### src/ssd_regs.svh
// Register offsets, field positions, reset values and timing counts of the diagnostic block.
// Assumes a 125 MHz clock and a 32-bit AXI4-Lite register bus.
`ifndef SSD_REGS_SVH
`define SSD_REGS_SVH
`define SSD_CTRL_OFS     8'h00
`define SSD_STAT_OFS     8'h04
`define SSD_REQ_OFS      8'h08
`define SSD_CTRL_SER_BIT 0
`define SSD_CTRL_FRS_BIT 1
`define SSD_CTRL_RST     32'h00000000
`define SSD_REQ_FRS_BIT  7
`define SSD_CLK_MHZ      125
`define SSD_TICK_MS      250
`define SSD_TICK_CYC     (`SSD_TICK_MS * 1000 * `SSD_CLK_MHZ)
`define SSD_WARN_MIN     30
`define SSD_WARN_TICKS   (`SSD_WARN_MIN * 60 * 1000 / `SSD_TICK_MS)
`define SSD_PAUSE_TICKS  4
`define SSD_RESP_OKAY    2'b00
`define SSD_RESP_SLVERR  2'b10
`endif

### src/ssd_pkg.sv
// Types shared by the diagnostic block: sensed conditions, indicator set and fault states.
// Assumes the including design also includes ssd_regs.svh for numeric constants.
`default_nettype none
package ssd_pkg;
	typedef struct packed {
		logic supply_ok;
		logic ready;
		logic present;
		logic limit;
		logic safety_in_a;
		logic safety_in_b;
		logic flt_out_a;
		logic flt_out_b;
		logic cross_short;
		logic overtemp;
		logic act_err;
		logic internal;
		logic comm_err;
	} ssd_sense_t;
	typedef struct packed {
		logic green;
		logic red;
		logic yellow;
		logic diag;
		logic safety_out_a;
		logic safety_out_b;
	} ssd_ind_t;
	typedef enum logic [1:0] {
		ST_NORMAL,
		ST_WARN,
		ST_FAIL,
		ST_INTERNAL
	} ssd_state_t;
endpackage : ssd_pkg
`default_nettype wire

### src/ssd_diag_status.sv
// Indicator, diagnostic output, serial status bytes and failure-warning logic of a safety sensor.
// Assumes sensed conditions arrive asynchronously and the request byte comes from same-clock logic.
//
// The AXI4-Lite interface to the registers and the register offsets are this design's own decisions.
`timescale 1ns/10ps
`default_nettype none
`include "ssd_regs.svh"
module ssd_diag_status #(
	parameter int unsigned TICK_CYCLES = `SSD_TICK_CYC,
	parameter int unsigned WARN_TICKS  = `SSD_WARN_TICKS
) (
	// Clock and reset.
	input  wire logic              CLK,
	input  wire logic              ARST_N,
	// Sensed conditions from the front end.
	input  wire ssd_pkg::ssd_sense_t SENSE,
	// Request byte from the serial link framer.
	input  wire logic [7:0]        REQ_BYTE,
	input  wire logic              REQ_STB,
	// Indicators and outputs.
	output var  ssd_pkg::ssd_ind_t IND,
	output var  logic [7:0]        RESP_BYTE,
	output var  logic [7:0]        DIAG_BYTE,
	// AXI4-Lite slave.
	input  wire logic [7:0]        S_AXI_AWADDR,
	input  wire logic              S_AXI_AWVALID,
	output var  logic              S_AXI_AWREADY,
	input  wire logic [31:0]       S_AXI_WDATA,
	input  wire logic [3:0]        S_AXI_WSTRB,
	input  wire logic              S_AXI_WVALID,
	output var  logic              S_AXI_WREADY,
	output var  logic [1:0]        S_AXI_BRESP,
	output var  logic              S_AXI_BVALID,
	input  wire logic              S_AXI_BREADY,
	input  wire logic [7:0]        S_AXI_ARADDR,
	input  wire logic              S_AXI_ARVALID,
	output var  logic              S_AXI_ARREADY,
	output var  logic [31:0]       S_AXI_RDATA,
	output var  logic [1:0]        S_AXI_RRESP,
	output var  logic              S_AXI_RVALID,
	input  wire logic              S_AXI_RREADY
);
	import ssd_pkg::*;

	// Flash-code number of the highest-priority failure cause, zero if none.
	function automatic logic [2:0] cause_code(input ssd_sense_t s);
		if (s.flt_out_a) begin
			cause_code = 3'h1;
		end else if (s.flt_out_b) begin
			cause_code = 3'h2;
		end else if (s.cross_short) begin
			cause_code = 3'h3;
		end else if (s.overtemp) begin
			cause_code = 3'h4;
		end else if (s.act_err) begin
			cause_code = 3'h5;
		end else begin
			cause_code = 3'h0;
		end
	endfunction : cause_code

	// Merge a write into a register word under the byte strobes.
	function automatic logic [31:0] merge(input logic [31:0] old, input logic [31:0] wd,
			input logic [3:0] st);
		merge = old;
		for (int i = 0; i < 4; i++) begin
			if (st[i]) begin
				merge[i*8 +: 8] = wd[i*8 +: 8];
			end
		end
	endfunction : merge

	////////////////////////////////////////////////////////////////////////////////////////
	// Synchroniser for the sensed conditions.
	ssd_sense_t sync1_q;
	ssd_sense_t s;
	always_ff @(posedge CLK or negedge ARST_N) begin
		if (!ARST_N) begin
			sync1_q <= '0;
			s       <= '0;
		end else begin
			sync1_q <= SENSE;
			s       <= sync1_q;
		end
	end

	////////////////////////////////////////////////////////////////////////////////////////
	// Time base and flash sequencer.
	logic [31:0] tick_cnt_q, tick_cnt_d;
	logic        tick;
	logic        blink_q, blink_d;
	logic [3:0]  pos_q, pos_d;
	logic [2:0]  code_q, code_d;
	logic [15:0] warn_cnt_q, warn_cnt_d;
	ssd_state_t  st_q, st_d;
	logic        frs;
	logic        fault_any;
	logic [2:0]  code_now;

	assign tick      = (tick_cnt_q == TICK_CYCLES - 1);
	assign code_now  = cause_code(s);
	assign fault_any = s.flt_out_a | s.flt_out_b | s.cross_short | s.overtemp;

	always_comb begin
		tick_cnt_d = tick ? 32'h0 : tick_cnt_q + 32'h1;
		blink_d    = tick ? ~blink_q : blink_q;
		pos_d      = pos_q;
		if (tick) begin
			// Group of code pulses, then a longer dark pause, repeating.
			if (pos_q >= {code_q, 1'b0} + 4'(`SSD_PAUSE_TICKS) - 4'h1) begin
				pos_d = 4'h0;
			end else begin
				pos_d = pos_q + 4'h1;
			end
		end
	end

	always_ff @(posedge CLK or negedge ARST_N) begin
		if (!ARST_N) begin
			tick_cnt_q <= 32'h0;
			blink_q    <= 1'b0;
			pos_q      <= 4'h0;
		end else begin
			tick_cnt_q <= tick_cnt_d;
			blink_q    <= blink_d;
			pos_q      <= pos_d;
		end
	end

	////////////////////////////////////////////////////////////////////////////////////////
	// Fault state machine with failure-warning delay.
	always_comb begin
		st_d       = st_q;
		code_d     = code_q;
		warn_cnt_d = warn_cnt_q;
		case (st_q)
			ST_NORMAL: begin
				warn_cnt_d = 16'h0;
				if (s.internal) begin
					st_d = ST_INTERNAL;
				end else if (s.act_err) begin
					st_d   = ST_FAIL;
					code_d = code_now;
				end else if (fault_any) begin
					st_d   = ST_WARN;
					code_d = code_now;
				end
			end
			ST_WARN: begin
				if (tick) begin
					warn_cnt_d = warn_cnt_q + 16'h1;
				end
				if (code_now != 3'h0) begin
					code_d = code_now;
				end
				if (s.internal) begin
					st_d = ST_INTERNAL;
				end else if (s.act_err || warn_cnt_q >= 16'(WARN_TICKS)) begin
					st_d = ST_FAIL;
				end else if (!fault_any) begin
					st_d = ST_NORMAL;
				end
			end
			ST_FAIL: begin
				if (s.internal) begin
					st_d = ST_INTERNAL;
				end else if (frs && code_now == 3'h0) begin
					st_d = ST_NORMAL;
				end
			end
			default: begin
				if (frs && !s.internal && code_now == 3'h0) begin
					st_d = ST_NORMAL;
				end
			end
		endcase
	end

	always_ff @(posedge CLK or negedge ARST_N) begin
		if (!ARST_N) begin
			st_q       <= ST_NORMAL;
			code_q     <= 3'h0;
			warn_cnt_q <= 16'h0;
		end else begin
			st_q       <= st_d;
			code_q     <= code_d;
			warn_cnt_q <= warn_cnt_d;
		end
	end

	////////////////////////////////////////////////////////////////////////////////////////
	// Indicators, diagnostic line and serial bytes.
	logic [31:0] ctrl_q, ctrl_d;
	logic [7:0]  req_q, req_d;
	logic        ser;
	ssd_ind_t    ind_d;
	logic [7:0]  resp_d, diag_d;
	logic        outs_on;
	logic        red_flash;

	assign ser       = ctrl_q[`SSD_CTRL_SER_BIT];
	assign red_flash = (pos_q < {code_q, 1'b0}) && !pos_q[0];
	// Safety outputs need actuator, energised inputs and no latched failure.
	assign outs_on   = s.present && s.safety_in_a && s.safety_in_b &&
	                   (st_q == ST_NORMAL || st_q == ST_WARN);

	always_comb begin
		ind_d.green        = s.supply_ok && s.ready && st_q == ST_NORMAL && !fault_any &&
		                     !s.act_err && !s.internal;
		ind_d.yellow       = s.present && (!s.limit || blink_q);
		case (st_q)
			ST_WARN, ST_FAIL: ind_d.red = red_flash;
			ST_INTERNAL:      ind_d.red = 1'b1;
			default:          ind_d.red = 1'b0;
		endcase
		// Diagnostic low on any fault; pulses in limit area; unused in serial variant.
		ind_d.diag         = !ser && outs_on && st_q == ST_NORMAL && !fault_any &&
		                     !s.act_err && !s.internal && (!s.limit || blink_q);
		ind_d.safety_out_a = outs_on;
		ind_d.safety_out_b = outs_on;
		resp_d = {st_q == ST_FAIL || st_q == ST_INTERNAL, st_q == ST_WARN,
		          s.present && s.limit, s.safety_in_a && s.safety_in_b, 2'b00,
		          s.present && !s.act_err, outs_on};
		diag_d = {1'b0, st_q == ST_WARN && s.comm_err, s.internal,
		          st_q == ST_FAIL && s.act_err, s.overtemp, s.cross_short,
		          s.flt_out_b, s.flt_out_a};
	end

	always_ff @(posedge CLK or negedge ARST_N) begin
		if (!ARST_N) begin
			IND       <= '0;
			RESP_BYTE <= 8'h00;
			DIAG_BYTE <= 8'h00;
		end else begin
			IND       <= ind_d;
			RESP_BYTE <= resp_d;
			DIAG_BYTE <= diag_d;
		end
	end

	////////////////////////////////////////////////////////////////////////////////////////
	// AXI4-Lite register slave.
	logic        aw_full_q, aw_full_d, w_full_q, w_full_d;
	logic [7:0]  awaddr_q, awaddr_d;
	logic [31:0] wdata_q, wdata_d;
	logic [3:0]  wstrb_q, wstrb_d;
	logic        bvalid_d, rvalid_d, arready_d;
	logic [1:0]  bresp_d, rresp_d;
	logic [31:0] rdata_d;
	logic        do_wr, frs_sw;

	assign do_wr  = aw_full_q && w_full_q && !S_AXI_BVALID;
	assign frs_sw = do_wr && awaddr_q == `SSD_CTRL_OFS && wstrb_q[0] &&
	                wdata_q[`SSD_CTRL_FRS_BIT];
	assign frs    = frs_sw || (REQ_STB && REQ_BYTE[`SSD_REQ_FRS_BIT]);

	always_comb begin
		aw_full_d = aw_full_q;
		awaddr_d  = awaddr_q;
		w_full_d  = w_full_q;
		wdata_d   = wdata_q;
		wstrb_d   = wstrb_q;
		bvalid_d  = S_AXI_BVALID && !S_AXI_BREADY;
		bresp_d   = S_AXI_BRESP;
		ctrl_d    = ctrl_q;
		req_d     = REQ_STB ? REQ_BYTE : req_q;
		if (S_AXI_AWVALID && S_AXI_AWREADY) begin
			aw_full_d = 1'b1;
			awaddr_d  = S_AXI_AWADDR;
		end
		if (S_AXI_WVALID && S_AXI_WREADY) begin
			w_full_d = 1'b1;
			wdata_d  = S_AXI_WDATA;
			wstrb_d  = S_AXI_WSTRB;
		end
		if (do_wr) begin
			aw_full_d = 1'b0;
			w_full_d  = 1'b0;
			bvalid_d  = 1'b1;
			bresp_d   = `SSD_RESP_OKAY;
			if (awaddr_q == `SSD_CTRL_OFS) begin
				ctrl_d = merge(ctrl_q, wdata_q, wstrb_q) & 32'h00000001;
			end else if (awaddr_q == `SSD_REQ_OFS) begin
				if (wstrb_q[0]) begin
					req_d = wdata_q[7:0];
				end
			end else if (awaddr_q != `SSD_STAT_OFS) begin
				bresp_d = `SSD_RESP_SLVERR;
			end
		end
		rvalid_d  = S_AXI_RVALID && !S_AXI_RREADY;
		rdata_d   = S_AXI_RDATA;
		rresp_d   = S_AXI_RRESP;
		if (S_AXI_ARVALID && S_AXI_ARREADY) begin
			rvalid_d = 1'b1;
			rresp_d  = `SSD_RESP_OKAY;
			if (S_AXI_ARADDR == `SSD_CTRL_OFS) begin
				rdata_d = ctrl_q;
			end else if (S_AXI_ARADDR == `SSD_STAT_OFS) begin
				rdata_d = {14'h0000, st_q, DIAG_BYTE, RESP_BYTE};
			end else if (S_AXI_ARADDR == `SSD_REQ_OFS) begin
				rdata_d = {24'h000000, req_q};
			end else begin
				rdata_d = 32'h00000000;
				rresp_d = `SSD_RESP_SLVERR;
			end
		end
		arready_d = !rvalid_d;
	end

	always_ff @(posedge CLK or negedge ARST_N) begin
		if (!ARST_N) begin
			aw_full_q     <= 1'b0;
			w_full_q      <= 1'b0;
			awaddr_q      <= 8'h00;
			wdata_q       <= 32'h00000000;
			wstrb_q       <= 4'h0;
			ctrl_q        <= `SSD_CTRL_RST;
			req_q         <= 8'h00;
			S_AXI_AWREADY <= 1'b0;
			S_AXI_WREADY  <= 1'b0;
			S_AXI_BVALID  <= 1'b0;
			S_AXI_BRESP   <= 2'b00;
			S_AXI_ARREADY <= 1'b0;
			S_AXI_RVALID  <= 1'b0;
			S_AXI_RDATA   <= 32'h00000000;
			S_AXI_RRESP   <= 2'b00;
		end else begin
			aw_full_q     <= aw_full_d;
			w_full_q      <= w_full_d;
			awaddr_q      <= awaddr_d;
			wdata_q       <= wdata_d;
			wstrb_q       <= wstrb_d;
			ctrl_q        <= ctrl_d;
			req_q         <= req_d;
			S_AXI_AWREADY <= !aw_full_d && !(S_AXI_AWVALID && S_AXI_AWREADY);
			S_AXI_WREADY  <= !w_full_d && !(S_AXI_WVALID && S_AXI_WREADY);
			S_AXI_BVALID  <= bvalid_d;
			S_AXI_BRESP   <= bresp_d;
			S_AXI_ARREADY <= arready_d && !(S_AXI_ARVALID && S_AXI_ARREADY);
			S_AXI_RVALID  <= rvalid_d;
			S_AXI_RDATA   <= rdata_d;
			S_AXI_RRESP   <= rresp_d;
		end
	end

	////////////////////////////////////////////////////////////////////////////////////////
	// Checks.
	a_green_fault: assert property (@(posedge CLK) disable iff (!ARST_N)
		(st_q != ST_NORMAL) |=> !IND.green) else $error("green lit during fault");
	a_yellow_steady: assert property (@(posedge CLK) disable iff (!ARST_N)
		(s.present && !s.limit) |=> IND.yellow) else $error("yellow not steady");
	a_red_internal: assert property (@(posedge CLK) disable iff (!ARST_N)
		(st_q == ST_INTERNAL) |=> IND.red) else $error("red not steady");
	a_diag_fault: assert property (@(posedge CLK) disable iff (!ARST_N)
		fault_any |=> !IND.diag) else $error("diag high with fault");
	a_warn_outs: assert property (@(posedge CLK) disable iff (!ARST_N)
		(st_q == ST_WARN && outs_on) |=> (IND.safety_out_a && IND.safety_out_b && !IND.diag))
		else $error("warning outputs wrong");
	a_warn_expire: assert property (@(posedge CLK) disable iff (!ARST_N)
		(st_q == ST_WARN && warn_cnt_q >= 16'(WARN_TICKS)) |=> (st_q != ST_WARN && st_q != ST_NORMAL)
		##1 !IND.safety_out_a) else $error("warning did not expire");
	a_idle_outs: assert property (@(posedge CLK) disable iff (!ARST_N)
		!s.present |=> (!IND.safety_out_a && !IND.safety_out_b && !IND.diag && !IND.yellow))
		else $error("outputs high with no actuator");
	a_resp_bits: assert property (@(posedge CLK) disable iff (!ARST_N)
		1'b1 |=> (RESP_BYTE[0] == $past(outs_on) && RESP_BYTE[3:2] == 2'b00))
		else $error("response byte wrong");
	a_fail_hold: assert property (@(posedge CLK) disable iff (!ARST_N)
		(st_q == ST_FAIL && !frs && !s.internal) |=> st_q == ST_FAIL)
		else $error("failure left without reset");
endmodule : ssd_diag_status
`default_nettype wire

### config.mk
export PLATFORM = sky130hd
export DESIGN_NAME = ssd_diag_status
export DESIGN_NICKNAME = d
export VERILOG_FILES = /design/src/ssd_pkg.sv /design/src/ssd_diag_status.sv
export VERILOG_INCLUDE_DIRS = /design/src
export SDC_FILE = /design/constraint.sdc
export NUM_CORES = 1
export LEC_CHECK = 0
export ABC_AREA = 1
export BUFFER_PORTS_ARGS = -buffer_cell sky130_fd_sc_hd__buf_2
export CORE_ASPECT_RATIO = 0.7
export CORE_MARGIN = 4
export CORE_UTILIZATION = 31
export DETAILED_ROUTE_END_ITERATION = 10
export PLACE_DENSITY = 0.6
export REMOVE_ABC_BUFFERS = 1
export SYNTH_ARGS = -nofsm -noshare
export SYNTH_HDL_FRONTEND = slang
export SYNTH_SLANG_ARGS = --single-unit
### constraint.sdc
create_clock -name CLK -period 4.5 [get_ports CLK]
set_input_delay 0.45 -clock CLK [delete_from_list [all_inputs] [get_ports CLK]]
set_output_delay 0.45 -clock CLK [all_outputs]
set_load 0.02 [all_outputs]
==> out/summary.md, run 1 <==
* Static Leak: 4.30 nW
* data arrival time of the critical path: 2540 ps
* fillcell total: 2346
* CTS Buf Count: 17
* final antenna diode count: 0
* total negative slack: 0 ps
* transition time at the pin with the least slew margin: 758 ps
* Setup crit start kind: register
* status: finished, final reports clean
* clk root buf: sky130_fd_sc_hd__clkbuf_16
* Area contributors post-synth: sky130_fd_sc_hd__dfrtp_1, sky130_fd_sc_hd__nand2_1, sky130_fd_sc_hd__inv_1
* GP Congestion: 0.890
* total number of yosys warnings: 0
* total number of H-tree levels: 4
* pin count of the biggest net entering global routing: 86
* boundary pin count: 144
* Syn Std Cell Area: 0.00724 mm2
* leading cell types in the layout, fill and taps excluded: sky130_fd_sc_hd__nand2_1, sky130_fd_sc_hd__dfrtp_1, sky130_fd_sc_hd__inv_1, sky130_fd_sc_hd__buf_2, sky130_fd_sc_hd__nor2_1
* Final setup viols: 0
* largest family of logic cells by synthesized area: simple AND/OR/NAND/NOR gates
* CP required: 4860 ps
* fraction of the mapped netlist area in compound gates: 0.0508
* initial antenna violation count: 0
* clock transition at the register clock pins on the worst setup and hold paths after CTS: 70 ps
* multiplexer share of the synthesized area: 0.00155
* port buffer count: 96
* standard cell core area: 0.0228 mm2
* setup repair after global routing missed its margin: false
* total congestion overflow after global routing: 0
* highest ir drop seen on vdd: 265 uV
* DRC viols: 0
* Die Y: 136 um
* x dimension of the die: 191 um
* Core Rows: 46
* hold bufs inserted after CTS: 0
* Total Wirelength: 16.5 mm
* final hold violation count: 0
* post-synthesis sequential area ratio: 0.528
* Final Skew: 16.5 ps
* post-route minimum period: 2180 ps
* most area-hungry cell type in the Yosys netlist: sky130_fd_sc_hd__dfrtp_1
* most common cell after layout, fill and taps aside: sky130_fd_sc_hd__nand2_1
* cell area after placement: 0.00796 mm2
* share of post-route cells with drive strength above 1: 0.158
* via total after detailed routing: 5674
* max-cap viol count: 0
* post-synthesis simple-gate area fraction: 0.264
* summed area of non-filler cells in the final layout: 0.00852 mm2
* drt initial violations: 543
* xor-xnor portion of the synthesized cell area: 0.0423
* first-pass GRT wire length: 27.7 mm
* overall track demand over capacity in global routing: 0.134
* fmax: 458 MHz
* vias per std cell: 4.44
* average size of a mapped cell: 8.48 um2
* Initial Util: 0.318
* post-synthesis share of cell area spent on full adders, half adders and majority gates: 0.0259
* area growth from synthesis to layout: 17.6%
* category of the critical setup timing path: register to register
* CTS max path bufs: 2
* final net count: 1048
* slack of the worst reg-to-reg path: 2320 ps
* die outline area: 0.0259 mm2
* power density normalized to cell area: 434 mW/mm2
* number of cells produced by synthesis: 854
* number of buffers added for setup after CTS: 0
* number of gates given a new drive strength after cts: 0
* post-synthesis cell type count: 37
* share of the clock period used by the worst path: 0.485
* category of the worst setup path capture point: register
* largest driver fanout on the critical path: 20
* Clock Sinks: 153
* number of storage elements in the synthesis netlist: 153
* Skew-Pair Late Insertion Delay: 420 ps
* clock tree from TritonCTS: yes
* HPWL after detailed placement: 12.2 mm
* post-DR wirelength/cell: 12.9 um
* class of the tightest hold or removal check: input pin to async pin
* final slew viol count: 0
* portion of synthesized cell area occupied by the leading cell type: 0.528
* headroom to the max-slew limit: 0.495
* number of nets with antenna violations after routing: 0
* via count of the first global-routing pass: 5344
* number of iterations in the first detailed-routing pass: 5
stage by stage:
stage | power (W) | worst slack, ps | utilization | instances | hold slack [ps]
after floorplan | 0.00212 | 2670 | - | 834 | 154
after global placement | 0.00236 | 2380 | 0.349 | 1245 | 336
after detailed placement | 0.00238 | 2370 | 0.349 | 1245 | 335
after CTS | 0.00375 | 2310 | 0.374 | 1277 | 94.9
after global routing | 0.00393 | 2040 | 0.374 | 1277 | 106
final | 0.00369 | 2320 | 0.374 | 1277 | 63.6
area by class of cell:
| type | instances | area [um2] | share of cell area |
|---|---|---|---|
| flip-flops and latches | 153 | 3830 | 0.450 |
| clock inverters | 13 | 111 | 0.0131 |
| inverters | 99 | 372 | 0.0436 |
| clock buffers | 19 | 443 | 0.0520 |
| repair buffers | 99 | 509 | 0.0598 |
| multi-input cells | 582 | 2860 | 0.336 |
| well taps | 312 | 390 | 0.0458 |
registers in the layout (all words and copies together) (netlist names), 8 cells and up:
name	count
req_q	8
S_AXI_RDATA	17
tick_cnt_q	32
warn_cnt_q	16
s	8
wdata_q	8
sync1_q	13
awaddr_q	8
critical path: stages, from the launching register on:
cell and delay, ps:
sky130_fd_sc_hd__dfrtp_1 390, sky130_fd_sc_hd__inv_1 90, sky130_fd_sc_hd__ha_1 210, sky130_fd_sc_hd__inv_1 350
sky130_fd_sc_hd__nand2_1 400, sky130_fd_sc_hd__nand2_2 420, sky130_fd_sc_hd__nand3_1 140, sky130_fd_sc_hd__nand2_1 100
worst paths after layout:
path,cells after the start,end,from
worst max-delay path,7,warn_cnt_q[5]$_DFFE_PN0P_,st_q[1]$_DFFE_PN0P_
worst min-delay path,1,S_AXI_RDATA[8]$_DFFE_PN0P_,ARST_N
worst max register to register,7,warn_cnt_q[5]$_DFFE_PN0P_,st_q[1]$_DFFE_PN0P_
worst min register to register,0,diag_d[2]$_DFF_PN0_,sync1_q[4]$_DFF_PN0_
max in group asynchronous,2,tick_cnt_q[31]$_DFF_PN0_,ARST_N
min in group CLK,1,sync1_q[4]$_DFF_PN0_,SENSE[4]
cell families after synthesis:
kind of cell / count (synthesis)
AO/OA/AOI/OAI: 63
buffers and inverters: 138
flip-flops: 153
other: 1
XOR/XNOR: 35
AND/OR/NAND/NOR: 448
multiplexers: 1
adder cells (fa/ha/maj): 15
where the power goes:
group	internal (W)	leakage (nW)	total (W)	switching, W
combinational	0.000216	2.06	0.000705	0.000489
clock	0.000735	0.265	0.00134	0.000603
sequential	0.00155	1.97	0.00165	0.000104
synthesized netlist by cell type, drive strengths merged:
master,instances
a32oi,1
o211ai,3
a31oi,1
o21ai,33
dfrtp,153
nor3b,2
inv,99
nor2,102
o21bai,2
a21oi,13
ha,15
mux2,1
a22o,7
o2111ai,1
clkbuf,9
xor2,31
nor3,32
nand2,230
or2,1
and3,2
nand3,64
nand3b,2
buf,30
conb,1
xnor2,4
o31ai,2
nand4,13
metal layers:
layer,up-vias,GRT usage,part of all wire
met3,14,0.0377,0.065
met5,-,0,0
li1,2866,-,-
met1,2640,0.203,0.52
met4,0,0.0347,0.010
met2,154,0.187,0.41
Note: power is estimated with default switching activity, not from simulation.
==> run 2: changes to the inputs <==
==> constraint.sdc (replaced) <==
create_clock -name CLK -period 2.3 [get_ports CLK]
set_input_delay 0.23 -clock CLK [delete_from_list [all_inputs] [get_ports CLK]]
set_output_delay 0.23 -clock CLK [all_outputs]
set_load 0.02 [all_outputs]
==> run 2 against run 1 <==
Routed wire length is 2.4% higher; critical path type unchanged; final cell count grew 2.6%; flip-flop and latch count is the same; non-clock buffer count rose by 33; setup slack worse by 1900 ps.
==> out/summary.md, run 2 (same netlist as run 1, synthesis figures left out) <==
* status: finished, final reports clean
* Final setup viols: 0
* Final Worst Setup Slack: 396 ps
* Initial Util: 0.318
* port buffer count: 96
* Static Leak: 4.45 nW
* met1 GRT Util: 0.195
* number of nets with antenna violations after routing: 0
* instance count along the most critical hold path: 3
* clock tree from TritonCTS: yes
* total congestion overflow after global routing: 0
* worst-case setup slack after placement: 395 ps
* total number of H-tree levels: 4
* largest driver fanout on the critical path: 16
* clock transition at the register clock pins on the worst setup and hold paths after CTS: 70 ps
* layer carrying the most global-route usage: met1
* CP required: 2650 ps
* HPWL after detailed placement: 12.5 mm
* capture endpoint of the worst hold path: awaddr_q[3]$_DFFE_PN0P_
* Core Rows: 46
* headroom to the max-slew limit: 0.578
* buffers plus inverters on the worst setup path: 1
* initial antenna violation count: 0
* Hold Crit Start: S_AXI_AWADDR[3]
* Skew-Pair Late Insertion Delay: 430 ps
* via total after detailed routing: 5833
* total negative slack: 0 ps
* DRC viols: 0
* transition time at the pin with the least slew margin: 633 ps
* Global Route met3 Usage: 0.0354
* Setup crit start kind: register
* final hold violation count: 0
* leading cell types in the layout, fill and taps excluded: sky130_fd_sc_hd__nand2_1, sky130_fd_sc_hd__dfrtp_1, sky130_fd_sc_hd__inv_1, sky130_fd_sc_hd__buf_2, sky130_fd_sc_hd__nor2_1
* share of post-route cells with drive strength above 1: 0.159
* category of the critical setup timing path: register to register
* Largest register FFs: 32
* largest reg by FF count: tick_cnt_q
* GP Congestion: 0.886
* critical path's largest stage delay: 380 ps
* class of the tightest hold or removal check: input pin to register
* drt initial violations: 505
* Final Skew: 8.59 ps
* final slew viol count: 0
* category of the worst setup path capture point: register
* CTS max path bufs: 2
* standard cell core area: 0.0228 mm2
* share of the clock period used by the worst path: 0.828
* via count of the first global-routing pass: 5504
* max-cap viol count: 0
* fmax: 525 MHz
* summed area of non-filler cells in the final layout: 0.00887 mm2
* slack of the worst reg-to-reg path: 400 ps
* first-pass GRT wire length: 27.7 mm
* highest ir drop seen on vdd: 395 uV
* final net count: 1081
* boundary pin count: 144
* post-DR wirelength/cell: 12.9 um
* depth of the worst register-to-register path: 9
* registers with the most flip-flops: tick_cnt_q x32, S_AXI_RDATA x17, warn_cnt_q x16
* Clock Sinks: 153
* overall track demand over capacity in global routing: 0.134
* endpoint of the worst register-to-register path: pos_q[1]$_DFFE_PN0P_
* area growth from synthesis to layout: 22.5%
* cell area after placement: 0.00802 mm2
* Critical Path, Cell by Cell: ha_1 > nand2_1 > nor2_4 > nand4_1 > nor2_2 > nand2_2 > inv_2 > nand3b_1 > o21ai_0
* CTS Buf Count: 17
* critical-path cell with the highest stage delay: sky130_fd_sc_hd__dfrtp_1
* Die Y: 136 um
* die outline area: 0.0259 mm2
* post-route minimum period: 1900 ps
* vias per std cell: 4.45
* data arrival time of the critical path: 2250 ps
* setup repair after global routing missed its margin: false
* GRT met2 Usage: 0.195
* pin count of the biggest net entering global routing: 67
* number of iterations in the first detailed-routing pass: 5
* most common cell after layout, fill and taps aside: sky130_fd_sc_hd__nand2_1
* kind of cell adding the most delay to the critical path: simple AND/OR/NAND/NOR gates
* final antenna diode count: 0
* x dimension of the die: 191 um
* clk root buf: sky130_fd_sc_hd__clkbuf_16
* Total Wirelength: 16.9 mm
* power density normalized to cell area: 834 mW/mm2
* r2r startpoint: tick_cnt_q[0]$_DFF_PN0_
## run 2: cell count changes in the layout (fill, tap and decap cells not counted), sizes merged
cell / change
dlygate4sd3: +27
buf: +6
clkbuf: -2
inv: +2
## run 2: worst max path at each step
stage	start	end	slack [ps]	cells past startpoint
finish	tick_cnt_q[0]$_DFF_PN0_	pos_q[1]$_DFFE_PN0P_	400	9
global route	tick_cnt_q[0]$_DFF_PN0_	pos_q[1]$_DFFE_PN0P_	180	9
CTS	tick_cnt_q[0]$_DFF_PN0_	pos_q[1]$_DFFE_PN0P_	370	9
detailed placement	tick_cnt_q[0]$_DFF_PN0_	pos_q[1]$_DFFE_PN0P_	400	9
global placement	tick_cnt_q[0]$_DFF_PN0_	pos_q[1]$_DFFE_PN0P_	470	9
floorplan	st_q[1]$_DFFE_PN0P_	warn_cnt_q[10]$_DFFE_PN0P_	470	7
## run 2: per-stage QoR
stage / power, W / hold slack [ps] / instances / utilization
finish: 0.00740 / 23.5 / 1310 / 0.389
global route: 0.00784 / 21.6 / 1310 / 0.389
floorplan: 0.00414 / -65.6 / 834 / -
CTS: 0.00749 / 11.3 / 1310 / 0.389
global placement: 0.00467 / 271 / 1251 / 0.352
detailed placement: 0.00470 / 275 / 1251 / 0.352
## run 2: worst reg2reg max path: cells and delay by family, from the launching register on
kind                     cells  cell delay [ps]
buffers and inverters        1              260
AND/OR/NAND/NOR              6              850
AO/OA/AOI/OAI                1               90
adder cells (fa/ha/maj)      1              260
flip-flops                   1              380
## run 2: what timing repair did
action / 4_1_cts / 5_1_grt
setup buffers: 0 / 0
endpoints found under the hold margin: 88 / 0
gates resized for setup: 0 / 0
setup endpoints to repair: 0 / 0
hold buffers: 27 / 0
## run 2: where the power goes
group	switching (W)	total [W]	internal, W
Combinational	0.000973	0.00146	0.000488
Clock	0.00127	0.00271	0.00145
Sequential	0.000202	0.00322	0.00302
Total	0.00244	0.00740	0.00496
## run 2: layer usage
layer,part of all wire,wire length [um]
met5,0,0
met4,0.015,258
met3,0.074,1250
met2,0.42,7020
met1,0.50,8360
## run 2: final cells by class
cell class / count / area (um2)
fillers: 2313 / 13900
well taps: 312 / 390
multi-input cells: 582 / 2860
repair buffers: 132 / 837
inverters: 99 / 372
clock buffers: 17 / 425
flip-flops and latches: 153 / 3830
clock inverters: 15 / 155
==> run 3: changes to the inputs <==
==> constraint.sdc (replaced) <==
create_clock -name CLK -period 1.8 [get_ports CLK]
set_input_delay 0.18 -clock CLK [delete_from_list [all_inputs] [get_ports CLK]]
set_output_delay 0.18 -clock CLK [all_outputs]
set_load 0.02 [all_outputs]
==> run 3 against run 2 <==
Sequential share of layout area is 1.5 points lower; routed wire length is 2.2% higher; combinational power is 39% higher; design area is 3.5% higher; non-clock buffer count is 25 higher; global-route usage is 0.36 points higher; clock-buffer cell count stayed put; sequential power is 28% higher; clock skew is 4.3 ps higher; power is 34% higher; critical endpoint is now pos_q[2]$_DFFE_PN0P_; largest power group unchanged.
==> out/summary.md, run 3 (same netlist as run 1, synthesis figures left out) <==
* class of the tightest hold or removal check: input pin to register
* Clock Sinks: 153
* total number of H-tree levels: 4
* final hold violation count: 0
* max-cap viol count: 0
* CTS max path bufs: 2
* drt initial violations: 430
* highest ir drop seen on vdd: 619 uV
* endpoint of the worst register-to-register path: pos_q[2]$_DFFE_PN0P_
* final slew viol count: 0
* port buffer count: 96
* category of the worst setup path capture point: register
* most common cell after layout, fill and taps aside: sky130_fd_sc_hd__nand2_1
* Final Worst Setup Slack: 163 ps
* vias per std cell: 4.43
* Skew-Pair Late Insertion Delay: 430 ps
* summed area of non-filler cells in the final layout: 0.00918 mm2
* first-pass GRT wire length: 28.4 mm
* Initial Util: 0.318
* number of nets with antenna violations after routing: 0
* post-DR wirelength/cell: 12.9 um
* post-route minimum period: 1640 ps
* share of the clock period used by the worst path: 0.909
* critical path's largest stage delay: 390 ps
* Setup crit start kind: register
* status: finished, final reports clean
* largest driver fanout on the critical path: 4
* Static Leak: 4.61 nW
* standard cell core area: 0.0228 mm2
* clock tree from TritonCTS: yes
* category of the critical setup timing path: register to register
* buffers plus inverters on the worst setup path: 0
* clk root buf: sky130_fd_sc_hd__clkbuf_16
* number of iterations in the first detailed-routing pass: 5
* x dimension of the die: 191 um
* fmax: 611 MHz
* instance count along the most critical hold path: 3
* Final Skew: 12.9 ps
* data arrival time of the critical path: 1980 ps
* worst-case setup slack after placement: 26.7 ps
* Critical Path Most Common Cell: sky130_fd_sc_hd__ha_1
* GP Congestion: 0.881
* final antenna diode count: 0
* share of post-route cells with drive strength above 1: 0.178
* Die Y: 136 um
* capture endpoint of the worst hold path: S_AXI_RDATA[0]$_DFFE_PN0P_
* overall track demand over capacity in global routing: 0.138
* via total after detailed routing: 5917
* kind of cell adding the most delay to the critical path: compound AO/OA/AOI/OAI gates
* Core Rows: 46
* largest reg by FF count: tick_cnt_q
* clock transition at the register clock pins on the worst setup and hold paths after CTS: 70 ps
* total negative slack: 0 ps
* via count of the first global-routing pass: 5701
* slack of the worst reg-to-reg path: 160 ps
* registers with the most flip-flops: tick_cnt_q x32, S_AXI_RDATA x17, warn_cnt_q x16
* DRC viols: 0
* critical-path cell with the highest stage delay: sky130_fd_sc_hd__dfrtp_1
* CTS Buf Count: 17
* power density normalized to cell area: 1080 mW/mm2
* Final setup viols: 0
* depth of the worst register-to-register path: 6
* pin count of the biggest net entering global routing: 54
* leading cell types in the layout, fill and taps excluded: sky130_fd_sc_hd__nand2_1, sky130_fd_sc_hd__dfrtp_1, sky130_fd_sc_hd__inv_1, sky130_fd_sc_hd__buf_2, sky130_fd_sc_hd__nor2_1
* Hold Crit Start: S_AXI_ARADDR[3]
* Critical Path, Cell by Cell: ha_1 > xnor2_1 > ha_1 > a21oi_1 > o21ai_2 > o31ai_1
* die outline area: 0.0259 mm2
* Total Wirelength: 17.3 mm
* r2r startpoint: code_q[0]$_DFFE_PN0P_
* transition time at the pin with the least slew margin: 526 ps
* final net count: 1106
* area growth from synthesis to layout: 26.7%
* initial antenna violation count: 0
* headroom to the max-slew limit: 0.650
* CP required: 2140 ps
* cell area after placement: 0.00817 mm2
* total congestion overflow after global routing: 0
* boundary pin count: 144
* Largest register FFs: 32
* HPWL after detailed placement: 12.6 mm
==> run 3: changes by cell type in the layout (fill, tap and decap cells not counted), sizes merged <==
cell,change
buf,+19
inv,+3
clkinv,-3
bufinv,+2
clkinvlp,-2
dlygate4sd3,+6
==> run 3: stage by stage <==
step           hold slack, ps  total power, W   util  std cells
3_5_place_dp              180         0.00611  0.358       1266
4_1_cts                  45.5         0.00998  0.400       1331
5_1_grt                  89.1          0.0105  0.403       1335
6_report                 63.9         0.00991  0.403       1335
2_1_floorplan            -116         0.00529      -        834
3_3_place_gp              178         0.00609  0.358       1266
==> run 3: repair_timing <==
| item | 4_1_cts | 5_1_grt |
|---|---|---|
| setup buffers | 0 | 4 |
| hold buffers | 33 | 0 |
| endpoints found under the setup margin | 0 | 36 |
| endpoints found under the hold margin | 80 | 0 |
| resized for setup | 0 | 7 |
==> run 3: report_power, final <==
group          total [W]  switching [W]  internal, W
clock            0.00377        0.00164      0.00213
combinational    0.00203        0.00128     0.000750
sequential       0.00411       0.000252      0.00386
total            0.00991        0.00316      0.00674
==> run 3: worst register-to-register path, delay by kind of cell (launching register included) <==
family	cells	cell delay, ps
fa+ha+maj	2	480
flops	1	390
compound gates	3	510
xor+xnor	1	170
==> run 3: how the worst max path moves through the flow <==
| stage | to | cells past startpoint | start |
|---|---|---|---|
| final | pos_q[2]$_DFFE_PN0P_ | 6 | code_q[0]$_DFFE_PN0P_ |
| after floorplan | warn_cnt_q[10]$_DFFE_PN0P_ | 7 | st_q[1]$_DFFE_PN0P_ |
| after detailed placement | pos_q[0]$_DFFE_PN0P_ | 8 | code_q[0]$_DFFE_PN0P_ |
| after global placement | pos_q[1]$_DFFE_PN0P_ | 7 | code_q[0]$_DFFE_PN0P_ |
| after global routing | warn_cnt_q[8]$_DFFE_PN0P_ | 10 | tick_cnt_q[0]$_DFF_PN0_ |
| after CTS | pos_q[0]$_DFFE_PN0P_ | 8 | code_q[0]$_DFFE_PN0P_ |
==> run 3: layer usage <==
layer  vias up  part of all wire  GRT usage
li1       2977                 -          -
met1      2764              0.50      0.200
met2       161              0.43      0.203
met3        15             0.061     0.0336
met4         0             0.011     0.0427
met5         -                 0          0
==> run 3: final cells by class <==
class                   instances  area (um2)
inverters                      99         372
clock buffers                  17         425
clock inverters                15         195
flip-flops and latches        153        3830
fillers                      2295       13600
repair buffers                157        1080
well taps                     312         390
multi-input cells             582        2890
